==> src/hdl/drs_pkg.sv <==
// Package of constants and types for the channel request-select block
// Assumes a 32-bit APB slave port and a single pclk domain
package drs_pkg;

    // ----------------------------------------
    // Register map
    // ----------------------------------------
    localparam logic [11:0] ADDR_REQ_SELECT = 12'h000;
    localparam logic [11:0] ADDR_STATUS     = 12'h004;

    // ----------------------------------------
    // Field layout
    // ----------------------------------------
    localparam int          SRC_W           = 7;
    localparam int          NUM_LINES       = 128;
    localparam int          FORCE_BIT       = 15;
    localparam logic [6:0]  SRC_RESET       = 7'h00;
    localparam int          RSV_HI          = 14;
    localparam int          RSV_LO          = 7;
    localparam int          BUSY_BIT        = 0;

    // ----------------------------------------
    // Carried groups
    // ----------------------------------------
    typedef struct packed {
        logic [SRC_W-1:0] source;
        logic             force_trig;
    } drs_ctrl_type;

    typedef enum logic [1:0] {
        ST_IDLE = 2'b00,
        ST_BUSY = 2'b01
    } drs_state_type;

endpackage

==> src/hdl/drs_sync.sv <==
// Two-flop synchroniser bank for the peripheral request lines
// Assumes the request lines come from outside the pclk domain
module drs_sync (
    // Clock and reset
    input  wire logic                          pclk,
    input  wire logic                          presetn,
    // Lines
    input  wire logic [drs_pkg::NUM_LINES-1:0] lines_in,
    output logic      [drs_pkg::NUM_LINES-1:0] lines_out
);

    logic [drs_pkg::NUM_LINES-1:0] meta_q;

    always_ff @(posedge pclk or negedge presetn)
    begin
        if (!presetn)
        begin
            meta_q    <= '0;
            lines_out <= '0;
        end
        else
        begin
            meta_q    <= lines_in;
            lines_out <= meta_q;
        end
    end

endmodule

==> src/hdl/drs_mux.sv <==
// Request multiplexer: picks one line by its index
// Assumes synchronised lines on the same clock
module drs_mux (
    // Selection
    input  wire logic [drs_pkg::NUM_LINES-1:0] lines,
    input  wire logic [drs_pkg::SRC_W-1:0]     source,
    // Result
    output logic                               picked
);

    assign picked = lines[source];

endmodule

==> src/hdl/drs_top.sv <==
// Channel request-select and manual trigger logic with APB registers
// Assumes a transfer engine that returns a one-cycle xfer_done pulse
//
// Our own choices: the address map and the APB slave port.
module drs_top (
    // APB clock and reset
    input  wire logic                          pclk,
    input  wire logic                          presetn,
    // APB slave
    input  wire logic                          psel,
    input  wire logic                          penable,
    input  wire logic                          pwrite,
    input  wire logic [11:0]                   paddr,
    input  wire logic [31:0]                   pwdata,
    output logic      [31:0]                   prdata,
    output logic                               pready,
    output logic                               pslverr,
    // Peripheral request lines
    input  wire logic [drs_pkg::NUM_LINES-1:0] periph_req,
    // Transfer engine
    output logic                               channel_transfer_request,
    input  wire logic                          xfer_done
);

    // ----------------------------------------
    // Register state
    // ----------------------------------------
    drs_pkg::drs_ctrl_type  ctrl_q;
    drs_pkg::drs_state_type state_q;
    logic [drs_pkg::NUM_LINES-1:0] lines_s;
    logic                          picked;
    logic                          picked_q;
    logic                          forced_q;
    logic                          wr_hit;
    logic                          access;

    assign access = psel & penable & pready;
    assign wr_hit = access & pwrite & (paddr == drs_pkg::ADDR_REQ_SELECT);

    drs_sync u_sync (
        .pclk      (pclk),
        .presetn   (presetn),
        .lines_in  (periph_req),
        .lines_out (lines_s)
    );

    drs_mux u_mux (
        .lines  (lines_s),
        .source (ctrl_q.source),
        .picked (picked)
    );

    // ----------------------------------------
    // Request edge
    // ----------------------------------------
    always_ff @(posedge pclk or negedge presetn)
    begin
        if (!presetn)
            picked_q <= 1'b0;
        else
            picked_q <= picked;
    end

    // ----------------------------------------
    // Control register
    // ----------------------------------------
    always_ff @(posedge pclk or negedge presetn)
    begin
        if (!presetn)
        begin
            ctrl_q.source     <= drs_pkg::SRC_RESET;
            ctrl_q.force_trig <= 1'b0;
        end
        else
        begin
            if (wr_hit)
                ctrl_q.source <= pwdata[drs_pkg::SRC_W-1:0];
            if (wr_hit && pwdata[drs_pkg::FORCE_BIT])
                ctrl_q.force_trig <= 1'b1;
            else if (state_q == drs_pkg::ST_BUSY && forced_q && xfer_done)
                ctrl_q.force_trig <= 1'b0;
        end
    end

    // ----------------------------------------
    // Transfer sequencer
    // ----------------------------------------
    always_ff @(posedge pclk or negedge presetn)
    begin
        if (!presetn)
        begin
            state_q                  <= drs_pkg::ST_IDLE;
            channel_transfer_request <= 1'b0;
            forced_q                 <= 1'b0;
        end
        else
        begin
            channel_transfer_request <= 1'b0;
            unique case (state_q)
                drs_pkg::ST_IDLE:
                begin
                    if (ctrl_q.force_trig)
                    begin
                        state_q                  <= drs_pkg::ST_BUSY;
                        channel_transfer_request <= 1'b1;
                        forced_q                 <= 1'b1;
                    end
                    else if (picked && !picked_q)
                    begin
                        state_q                  <= drs_pkg::ST_BUSY;
                        channel_transfer_request <= 1'b1;
                        forced_q                 <= 1'b0;
                    end
                end
                drs_pkg::ST_BUSY:
                begin
                    if (xfer_done)
                        state_q <= drs_pkg::ST_IDLE;
                end
                default:
                    state_q <= drs_pkg::ST_IDLE;
            endcase
        end
    end

    // ----------------------------------------
    // APB answer
    // ----------------------------------------
    always_ff @(posedge pclk or negedge presetn)
    begin
        if (!presetn)
            pready <= 1'b0;
        else
            pready <= psel & ~penable;
    end

    always_ff @(posedge pclk or negedge presetn)
    begin
        if (!presetn)
        begin
            prdata  <= 32'h0000_0000;
            pslverr <= 1'b0;
        end
        else if (psel && !penable)
        begin
            prdata  <= 32'h0000_0000;
            pslverr <= 1'b0;
            if (paddr == drs_pkg::ADDR_REQ_SELECT)
            begin
                if (!pwrite)
                begin
                    prdata[drs_pkg::FORCE_BIT]   <= ctrl_q.force_trig;
                    prdata[drs_pkg::SRC_W-1:0]   <= ctrl_q.source;
                end
            end
            else if (paddr == drs_pkg::ADDR_STATUS)
            begin
                if (!pwrite)
                    prdata[drs_pkg::BUSY_BIT] <= (state_q == drs_pkg::ST_BUSY);
            end
            else
                pslverr <= 1'b1;
        end
    end

    // ----------------------------------------
    // Checks
    // ----------------------------------------
    property p_force_start;
        @(posedge pclk) disable iff (!presetn)
        (state_q == drs_pkg::ST_IDLE && ctrl_q.force_trig) |=> channel_transfer_request;
    endproperty
    a_force_start: assert property (p_force_start) else $error("forced start missing");

    property p_one_forced;
        @(posedge pclk) disable iff (!presetn)
        (channel_transfer_request && forced_q) |=> !channel_transfer_request;
    endproperty
    a_one_forced: assert property (p_one_forced) else $error("double forced start");

    property p_auto_cause;
        @(posedge pclk) disable iff (!presetn)
        (channel_transfer_request && !forced_q) |-> $past(picked && !picked_q);
    endproperty
    a_auto_cause: assert property (p_auto_cause) else $error("start without request");

    property p_zero_write;
        @(posedge pclk) disable iff (!presetn)
        (wr_hit && !pwdata[drs_pkg::FORCE_BIT] && ctrl_q.force_trig && !xfer_done)
        |=> ctrl_q.force_trig;
    endproperty
    a_zero_write: assert property (p_zero_write) else $error("trigger cleared by write");

    property p_auto_clear;
        @(posedge pclk) disable iff (!presetn)
        (state_q == drs_pkg::ST_BUSY && forced_q && xfer_done
         && !(wr_hit && pwdata[drs_pkg::FORCE_BIT])) |=> !ctrl_q.force_trig;
    endproperty
    a_auto_clear: assert property (p_auto_clear) else $error("trigger not cleared");

    property p_select;
        @(posedge pclk) disable iff (!presetn)
        picked == |(lines_s & ({{(drs_pkg::NUM_LINES-1){1'b0}}, 1'b1} << ctrl_q.source));
    endproperty
    a_select: assert property (p_select) else $error("wrong line picked");

    property p_reserved;
        @(posedge pclk) disable iff (!presetn)
        pready |-> prdata[drs_pkg::RSV_HI:drs_pkg::RSV_LO] == '0;
    endproperty
    a_reserved: assert property (p_reserved) else $error("reserved bits set");

    property p_live_read;
        @(posedge pclk) disable iff (!presetn)
        (psel && !penable && !pwrite && paddr == drs_pkg::ADDR_REQ_SELECT)
        |=> prdata[drs_pkg::FORCE_BIT] == $past(ctrl_q.force_trig);
    endproperty
    a_live_read: assert property (p_live_read) else $error("stale trigger read");

    property p_force_first;
        @(posedge pclk) disable iff (!presetn)
        (state_q == drs_pkg::ST_IDLE && ctrl_q.force_trig) |=> forced_q;
    endproperty
    a_force_first: assert property (p_force_first) else $error("request beat trigger");

    property p_trig_set;
        @(posedge pclk) disable iff (!presetn)
        (wr_hit && pwdata[drs_pkg::FORCE_BIT]) |=> ctrl_q.force_trig;
    endproperty
    a_trig_set: assert property (p_trig_set) else $error("trigger not set");

    property p_trig_keep;
        @(posedge pclk) disable iff (!presetn)
        (ctrl_q.force_trig && !(state_q == drs_pkg::ST_BUSY && forced_q && xfer_done))
        |=> ctrl_q.force_trig;
    endproperty
    a_trig_keep: assert property (p_trig_keep) else $error("trigger lost");

    property p_req_from_idle;
        @(posedge pclk) disable iff (!presetn)
        channel_transfer_request |-> state_q == drs_pkg::ST_BUSY && $past(state_q == drs_pkg::ST_IDLE);
    endproperty
    a_req_from_idle: assert property (p_req_from_idle) else $error("start while busy");

    property p_no_spur;
        @(posedge pclk) disable iff (!presetn)
        (state_q == drs_pkg::ST_IDLE && !ctrl_q.force_trig && !(picked && !picked_q))
        |=> !channel_transfer_request;
    endproperty
    a_no_spur: assert property (p_no_spur) else $error("spurious start");

    property p_busy_hold;
        @(posedge pclk) disable iff (!presetn)
        (state_q == drs_pkg::ST_BUSY && !xfer_done)
        |=> (state_q == drs_pkg::ST_BUSY && !channel_transfer_request);
    endproperty
    a_busy_hold: assert property (p_busy_hold) else $error("second start in transfer");

    property p_src_write;
        @(posedge pclk) disable iff (!presetn)
        wr_hit |=> ctrl_q.source == $past(pwdata[drs_pkg::SRC_W-1:0]);
    endproperty
    a_src_write: assert property (p_src_write) else $error("source not written");

    property p_src_hold;
        @(posedge pclk) disable iff (!presetn)
        !wr_hit |=> $stable(ctrl_q.source);
    endproperty
    a_src_hold: assert property (p_src_hold) else $error("source changed");

    property p_clear_done;
        @(posedge pclk) disable iff (!presetn)
        $fell(ctrl_q.force_trig) |-> $past(xfer_done && forced_q);
    endproperty
    a_clear_done: assert property (p_clear_done) else $error("early trigger clear");

    property p_live_status;
        @(posedge pclk) disable iff (!presetn)
        (psel && !penable && !pwrite && paddr == drs_pkg::ADDR_STATUS)
        |=> prdata[drs_pkg::BUSY_BIT] == $past(state_q == drs_pkg::ST_BUSY);
    endproperty
    a_live_status: assert property (p_live_status) else $error("stale busy read");

    // ----------------------------------------
    // Cover points
    // ----------------------------------------
    c_forced: cover property (@(posedge pclk) disable iff (!presetn)
        channel_transfer_request && forced_q);
    c_auto: cover property (@(posedge pclk) disable iff (!presetn)
        channel_transfer_request && !forced_q);
    c_clear: cover property (@(posedge pclk) disable iff (!presetn)
        $fell(ctrl_q.force_trig));
    c_zero_write: cover property (@(posedge pclk) disable iff (!presetn)
        wr_hit && !pwdata[drs_pkg::FORCE_BIT] && ctrl_q.force_trig);
    c_top_line: cover property (@(posedge pclk) disable iff (!presetn)
        channel_transfer_request && !forced_q && (&ctrl_q.source));

endmodule

==> config.mk <==
export PLATFORM = sky130hd
export DESIGN_NAME = drs_top
export DESIGN_NICKNAME = d
export VERILOG_FILES = /design/src/hdl/drs_pkg.sv /design/src/hdl/drs_sync.sv /design/src/hdl/drs_mux.sv /design/src/hdl/drs_top.sv
export SDC_FILE = /design/constraint.sdc
export NUM_CORES = 1
export LEC_CHECK = 0
export ABC_AREA = 0
export ABC_CLOCK_PERIOD_IN_PS = 3250
export BUFFER_PORTS_ARGS = -buffer_cell sky130_fd_sc_hd__clkbuf_2
export CAP_MARGIN = 20
export CORE_MARGIN = 5
export CORE_UTILIZATION = 55
export CTS_CLUSTER_DIAMETER = 40
export DETAILED_ROUTE_END_ITERATION = 7
export PLACE_DENSITY = 0.83
export SLEW_MARGIN = 20
export SYNTH_ARGS = -nofsm -noshare
export SYNTH_HDL_FRONTEND = slang
export SYNTH_SLANG_ARGS = --single-unit
==> constraint.sdc <==
create_clock -name pclk -period 3.25 [get_ports pclk]
set_input_delay 0.65 -clock pclk [delete_from_list [all_inputs] [get_ports pclk]]
set_output_delay 0.65 -clock pclk [all_outputs]
set_load 0.03 [all_outputs]
# Yosys cells after proc, flatten, opt, wreduce, memory -nomap -nowiden
# Cells that the tools add are included.
[word_totals]
register_bits = 279
latch_bits = 0
ramBits = 0
mem_bits_ro = 0
inputBits = 178
word_cells = 57
memories = 0
[classes]
n_addsub = 0
mul = 0
div = 0
n_lt_le_gt_ge = 1
eq_ne = 4
shifts = 0
n_mux = 22
bitwise_logic = 6
reduce_logical = 13
[op_table]
columns = ["cell", "count"]
rows = [
  ["1-bit 2-to-1 mux", 15],
  ["12-bit by 3-bit equality test with 1-bit output (second input constant)", 1],
  ["12-bit zero test", 1],
  ["7-bit by 8-bit less-than comparator with 1-bit output (second input constant)", 1],
  ["1-bit binary-select mux with 7-bit select", 1],
  ["7-bit 2-to-1 mux", 1],
  ["2-bit 2-to-1 mux", 3],
  ["6-bit 2-to-1 mux", 1],
  ["1-bit AND", 5],
  ["1-bit logical AND", 5],
  ["2-bit case mux with 2 select lines", 1],
  ["2-bit AND reduction", 2],
  ["2-bit nonzero test", 2],
  ["3-bit inequality test (second input constant)", 1],
  ["2-bit by 1-bit equality test with 1-bit output (second input constant)", 1],
  ["1-bit zero test", 2],
  ["2-bit zero test", 1],
  ["2-bit inequality test (second input constant)", 1],
  ["1-bit inverter", 1],
]

# Depth between registers and ports, before layout
[depth]
ltp_word = 6
ltp_mapped = 11
depth_no_buf = 7

# Modules after synthesis
# A second synthesis with hierarchy kept.
[unflattened]
cells_unflattened = 429
hier_area_um2 = 8622.0
[modules_own_cells]
columns = ["mod", "n_inst", "cells_per_inst", "area_per_inst_um2"]
rows = [
  ["drs_sync", 1, 256, 6406.1],
  ["drs_mux", 1, 86, 1113.6],
  ["drs_top", 1, 87, 1102.3],
]

# Worst setup path before layout
# OpenSTA, ideal clock, no wires.
[synth_timing]
path_kind = "register -> register"
startpoint = "register ctrl_q[1] (netlist name)"
endpoint = "register state_q[0]"
setup_time_ns = 0.130
arrival_ns = 1.936
t_required_ns = 3.120
setup_slack_ns = 1.184
path_stages_with_launch = 11
path_buffers = 3
period_less_slack_ns = 2.066
cell_sequence = "dfrtp_1 -> buf_6 -> buf_12 -> buf_12 -> mux4_2 -> nand3_1 -> nand3_1 -> a21o_1 -> a31o_1 -> o21ai_2 -> nand3_1"
[synth_via]
elab_chain_len = 5
[synth_rtl]
columns = ["item", "line", "source"]
rows = [
  ["1-bit binary-select mux with 7-bit select", "drs_mux.sv:11", "assign picked = lines[source];"],
  ["1-bit 2-to-1 mux (not written as such)", "drs_mux.sv:11", ""],
  ["1-bit logical AND", "drs_top.sv:108", "else if (picked && !picked_q)"],
  ["3-bit inequality test (no source line)", "--", ""],
  ["2-bit AND reduction (no source line)", "--", ""],
  ["end signal: assignment", "drs_top.sv:104", "state_q <= drs_pkg::ST_BUSY;"],
  ["end signal: assignment", "drs_top.sv:110", "state_q <= drs_pkg::ST_BUSY;"],
  ["end signal: assignment", "drs_top.sv:118", "state_q <= drs_pkg::ST_IDLE;"],
  ["end: declaration", "drs_top.sv:29", "drs_pkg::drs_state_type state_q;"],
]
# Every way passes these cells. The select of a mux whose other input is x is not followed.
# A chain may end at the register's enable or synchronous reset.

# Final worst setup path
[layout_timing]
startpoint = "register ctrl_q[1] (netlist name)"
endpoint = "register channel_transfer_request"
[layout_via]
elab_chain_len = 6
[layout_rtl]
columns = ["item", "line", "source"]
rows = [
  ["1-bit binary-select mux with 7-bit select", "drs_mux.sv:11", ""],
  ["1-bit 2-to-1 mux (not written as such)", "drs_mux.sv:11", ""],
  ["1-bit logical AND", "drs_top.sv:108", ""],
  ["1-bit 2-to-1 mux", "drs_top.sv:108", ""],
  ["1-bit 2-to-1 mux", "drs_top.sv:102", "if (ctrl_q.force_trig)"],
  ["1-bit 2-to-1 mux", "drs_top.sv:99", "unique case (state_q)"],
  ["end signal: assignment", "drs_top.sv:98", "channel_transfer_request <= 1'b0;"],
  ["end signal: assignment", "drs_top.sv:105", "channel_transfer_request <= 1'b1;"],
  ["end signal: assignment", "drs_top.sv:111", "channel_transfer_request <= 1'b1;"],
  ["end: declaration", "drs_top.sv:21", "output logic channel_transfer_request,"],
]
# Every way passes these cells. The select of a mux whose other input is x is not followed.

==> results.txt <==
TritonCTS sink count: 278
Critical path startpoint: ctrl_q[1]
Number of synthesized flops with an enable pin: 0
Final period utilization: 81.43%
Setup Crit Path Kind: reg -> reg
Sequential area share after synthesis: 80.00%
DR WL/cell: 19.57 um
H-tree Lvls: 1
All-layer global routing usage: 19.78%
R2R cell count: 8
Clock Path Buffers: 3
Cell area after synthesis: 8696 um2
Row cnt: 46
Setup ws final: 0.6034 ns
R2R setup slack: 0.60 ns
I/O pin count: 213
Final setup fails: 0
Die H: 135.7 um
Port-buffer cells: 164
Library cells used by synthesis: 43
Die width: 135.7 um
Placement Setup Slack: 0.5938 ns
Final Cell Area: 10,720 um2
PwrDens: 691.6 nW/um2
Nets: 821
Cells after synthesis: 451
First DRT Iteration DRCs: 218
Yosys warns: 0
First-pass GRT wire length: 27,420 um
Critical path launch point type: register
Clk slew on worst S/H paths: 0.06 ns
Max-cap viol count: 0
Area of the core: 15,710 um2
Pleak: 5.082 nW
Largest net degree at the start of global routing: 112
Top_reg_cell synth: dfrtp_1
Fin Setup TNS: 0 ns
TritonRoute pass-1 iters: 4
Worst-margin pin slew: 0.9521 ns
Placed Area: 9693 um2
Layout cells sized above 1: 37.35%
Root Buffer: clkbuf_16
Max FO, Critical Path: 21
Relative slew slack: 36.53%
Mapped Avg Cell Area: 19.28 um2
Post-Route WL: 17,220 um
Setup bufs post-CTS: 0
Clk_lat worst skew: 0.53 ns
Arr. time, crit path: 3.04 ns
Routability cong.: 0.7411
CTS tree: built
Period minus WS final: 2.647 ns
Hold/Removal Path Class: in -> async
N_diodes: 0
Worst R2R Start: ctrl_q[1]
Total CTS buffers: 29
Inst Count DP: 828
CP required: 3.65 ns
Post-route non-filler standard cell count: 880
Resized cells post-CTS: 0
Final ANT Viol Nets: 0
Synthesis-stage register bit count: 278
Status: finished clean
Vias in the first global route: 5,024
Layout fillers: 1,001
Starting density of the core: 55.34%
Initial antenna violation count: 0
Vias per cell: 4.958
Maximum VDD drop: 549.4 uV
Layout area overhead: 23.28%
Fmax: 377.8 MHz
Residual DRC count: 0
R2r endpoint: channel_transfer_request
DR vias: 4,363
Asr flop ratio synth: 100.0%
CTS Hold Bufs: 0
RSZ-0062 raised after global routing: false
GRT overflow: 0
Setup Skew: 0.009878 ns
Die footprint: 18,430 um2
Dpl hpwl: 11,240 um
Final Hold Fails: 0
Slew Limit Fails: 0
CP Capture Type: register
==> cell usage after synthesis (2+ instances only) <==
cell / number / area, um2
nand4_1: 2 / 12.51
dfrtp_1: 278 / 6957
mux4_1: 16 / 420.4
nor4_1: 3 / 18.77
nor2_1: 8 / 30.03
nor2b_1: 4 / 25.02
mux2i_1: 13 / 130.1
mux2_2: 9 / 101.4
nand3_1: 10 / 50.05
clkbuf_1: 2 / 7.510
o21ai_0: 2 / 10.01
nand2_1: 12 / 45.04
a21oi_1: 3 / 15.01
a22o_1: 8 / 70.07
inv_1: 4 / 15.01
buf_12: 3 / 60.06
mux4_2: 11 / 247.7
buf_6: 3 / 33.78
nand2b_1: 4 / 25.02
a311oi_1: 2 / 17.52
a22oi_1: 4 / 30.03
buf_2: 3 / 15.01
a31oi_1: 2 / 12.51
buf_4: 26 / 195.2
==> critical path: stages (launching register included) <==
cell and delay [ns]:
dfrtp_2 0.63, buf_12 0.26, mux4_1 0.58, mux2_2 0.30
nand3_1 0.10, a41oi_1 0.15, a31o_1 0.24, o21ai_2 0.16
nand2_1 0.09
==> registers in the layout, indices dropped and copies added, names as in the netlist <==
register and flops:
u_sync.lines_out 128, u_sync.meta_q 128, ctrl_q 8, prdata 8, channel_transfer_request 1, forced_q 1
picked_q 1, pready 1, pslverr 1, state_q 1
==> cell families (layout without fill, tap and decap cells) <==
| logic type | count (synthesis) | after routing | share of synthesized area [%] |
|---|---|---|---|
| flip-flops | 278 | 278 | 80.00 |
| AND/OR/NAND/NOR | 51 | 51 | 3.065 |
| multiplexers | 49 | 49 | 10.35 |
| buffers and inverters | 42 | 232 | 3.842 |
| AO/OA/AOI/OAI | 30 | 30 | 2.705 |
| other | 1 | 24 | 0.04312 |
==> per-stage QoR <==
step / power, W / util (%) / hold WS [ns]
after floorplan: 0.003820 / - / 0.3312
after global placement: 0.003985 / 61.69 / 0.3339
after detailed placement: 0.004010 / 61.69 / 0.3347
after CTS: 0.007498 / 68.23 / 0.1960
after global routing: 0.007689 / 68.23 / 0.1971
final: 0.007414 / 68.23 / 0.1555
==> layout make-up <==
class | count | area (um2) | share of cell area, %
sequential | 278 | 6958 | 64.90
multi-input combinational | 154 | 1491 | 13.91
timing repair buffer | 176 | 958.4 | 8.940
clock buffer | 36 | 782.0 | 7.295
tap | 216 | 270.3 | 2.521
clock inverter | 16 | 245.2 | 2.288
inverter | 4 | 15.01 | 0.1401
==> how the worst max path moves through the flow <==
stage	endpoint	slack, ns
3_5_place_dp	channel_transfer_request	0.59
5_1_grt	channel_transfer_request	0.44
3_3_place_gp	state_q[0]	0.61
2_1_floorplan	state_q[0]	1.18
4_1_cts	channel_transfer_request	0.56
6_report	channel_transfer_request	0.60
==> cells in the final DEF (no fill, tap or decap), types with 9 or more instances in the layout <==
master / netlist / routed
buf_4: 26 / 9
clkbuf_16: 0 / 29
mux4_2: 11 / 11
clkbuf_2: 0 / 163
nand2_1: 12 / 12
mux2i_1: 13 / 13
conb_1: 1 / 24
nand3_1: 10 / 10
mux4_1: 16 / 16
mux2_2: 9 / 9
dfrtp_1: 278 / 277
==> per-layer routing <==
metal	up-vias	GRT usage [%]	wire length, um
li1	1912	-	-
met1	2236	25.74	6719
met5	-	0	0
met4	0	4.703	321
met3	32	4.086	1181
met2	183	34.71	8999
==> power by group <==
part           switching, W  internal, W
registers         0.0000541      0.00363
clock network       0.00134      0.00213
logic              0.000159     0.000109
total               0.00156      0.00586
Power figures use the tool's default switching activity.
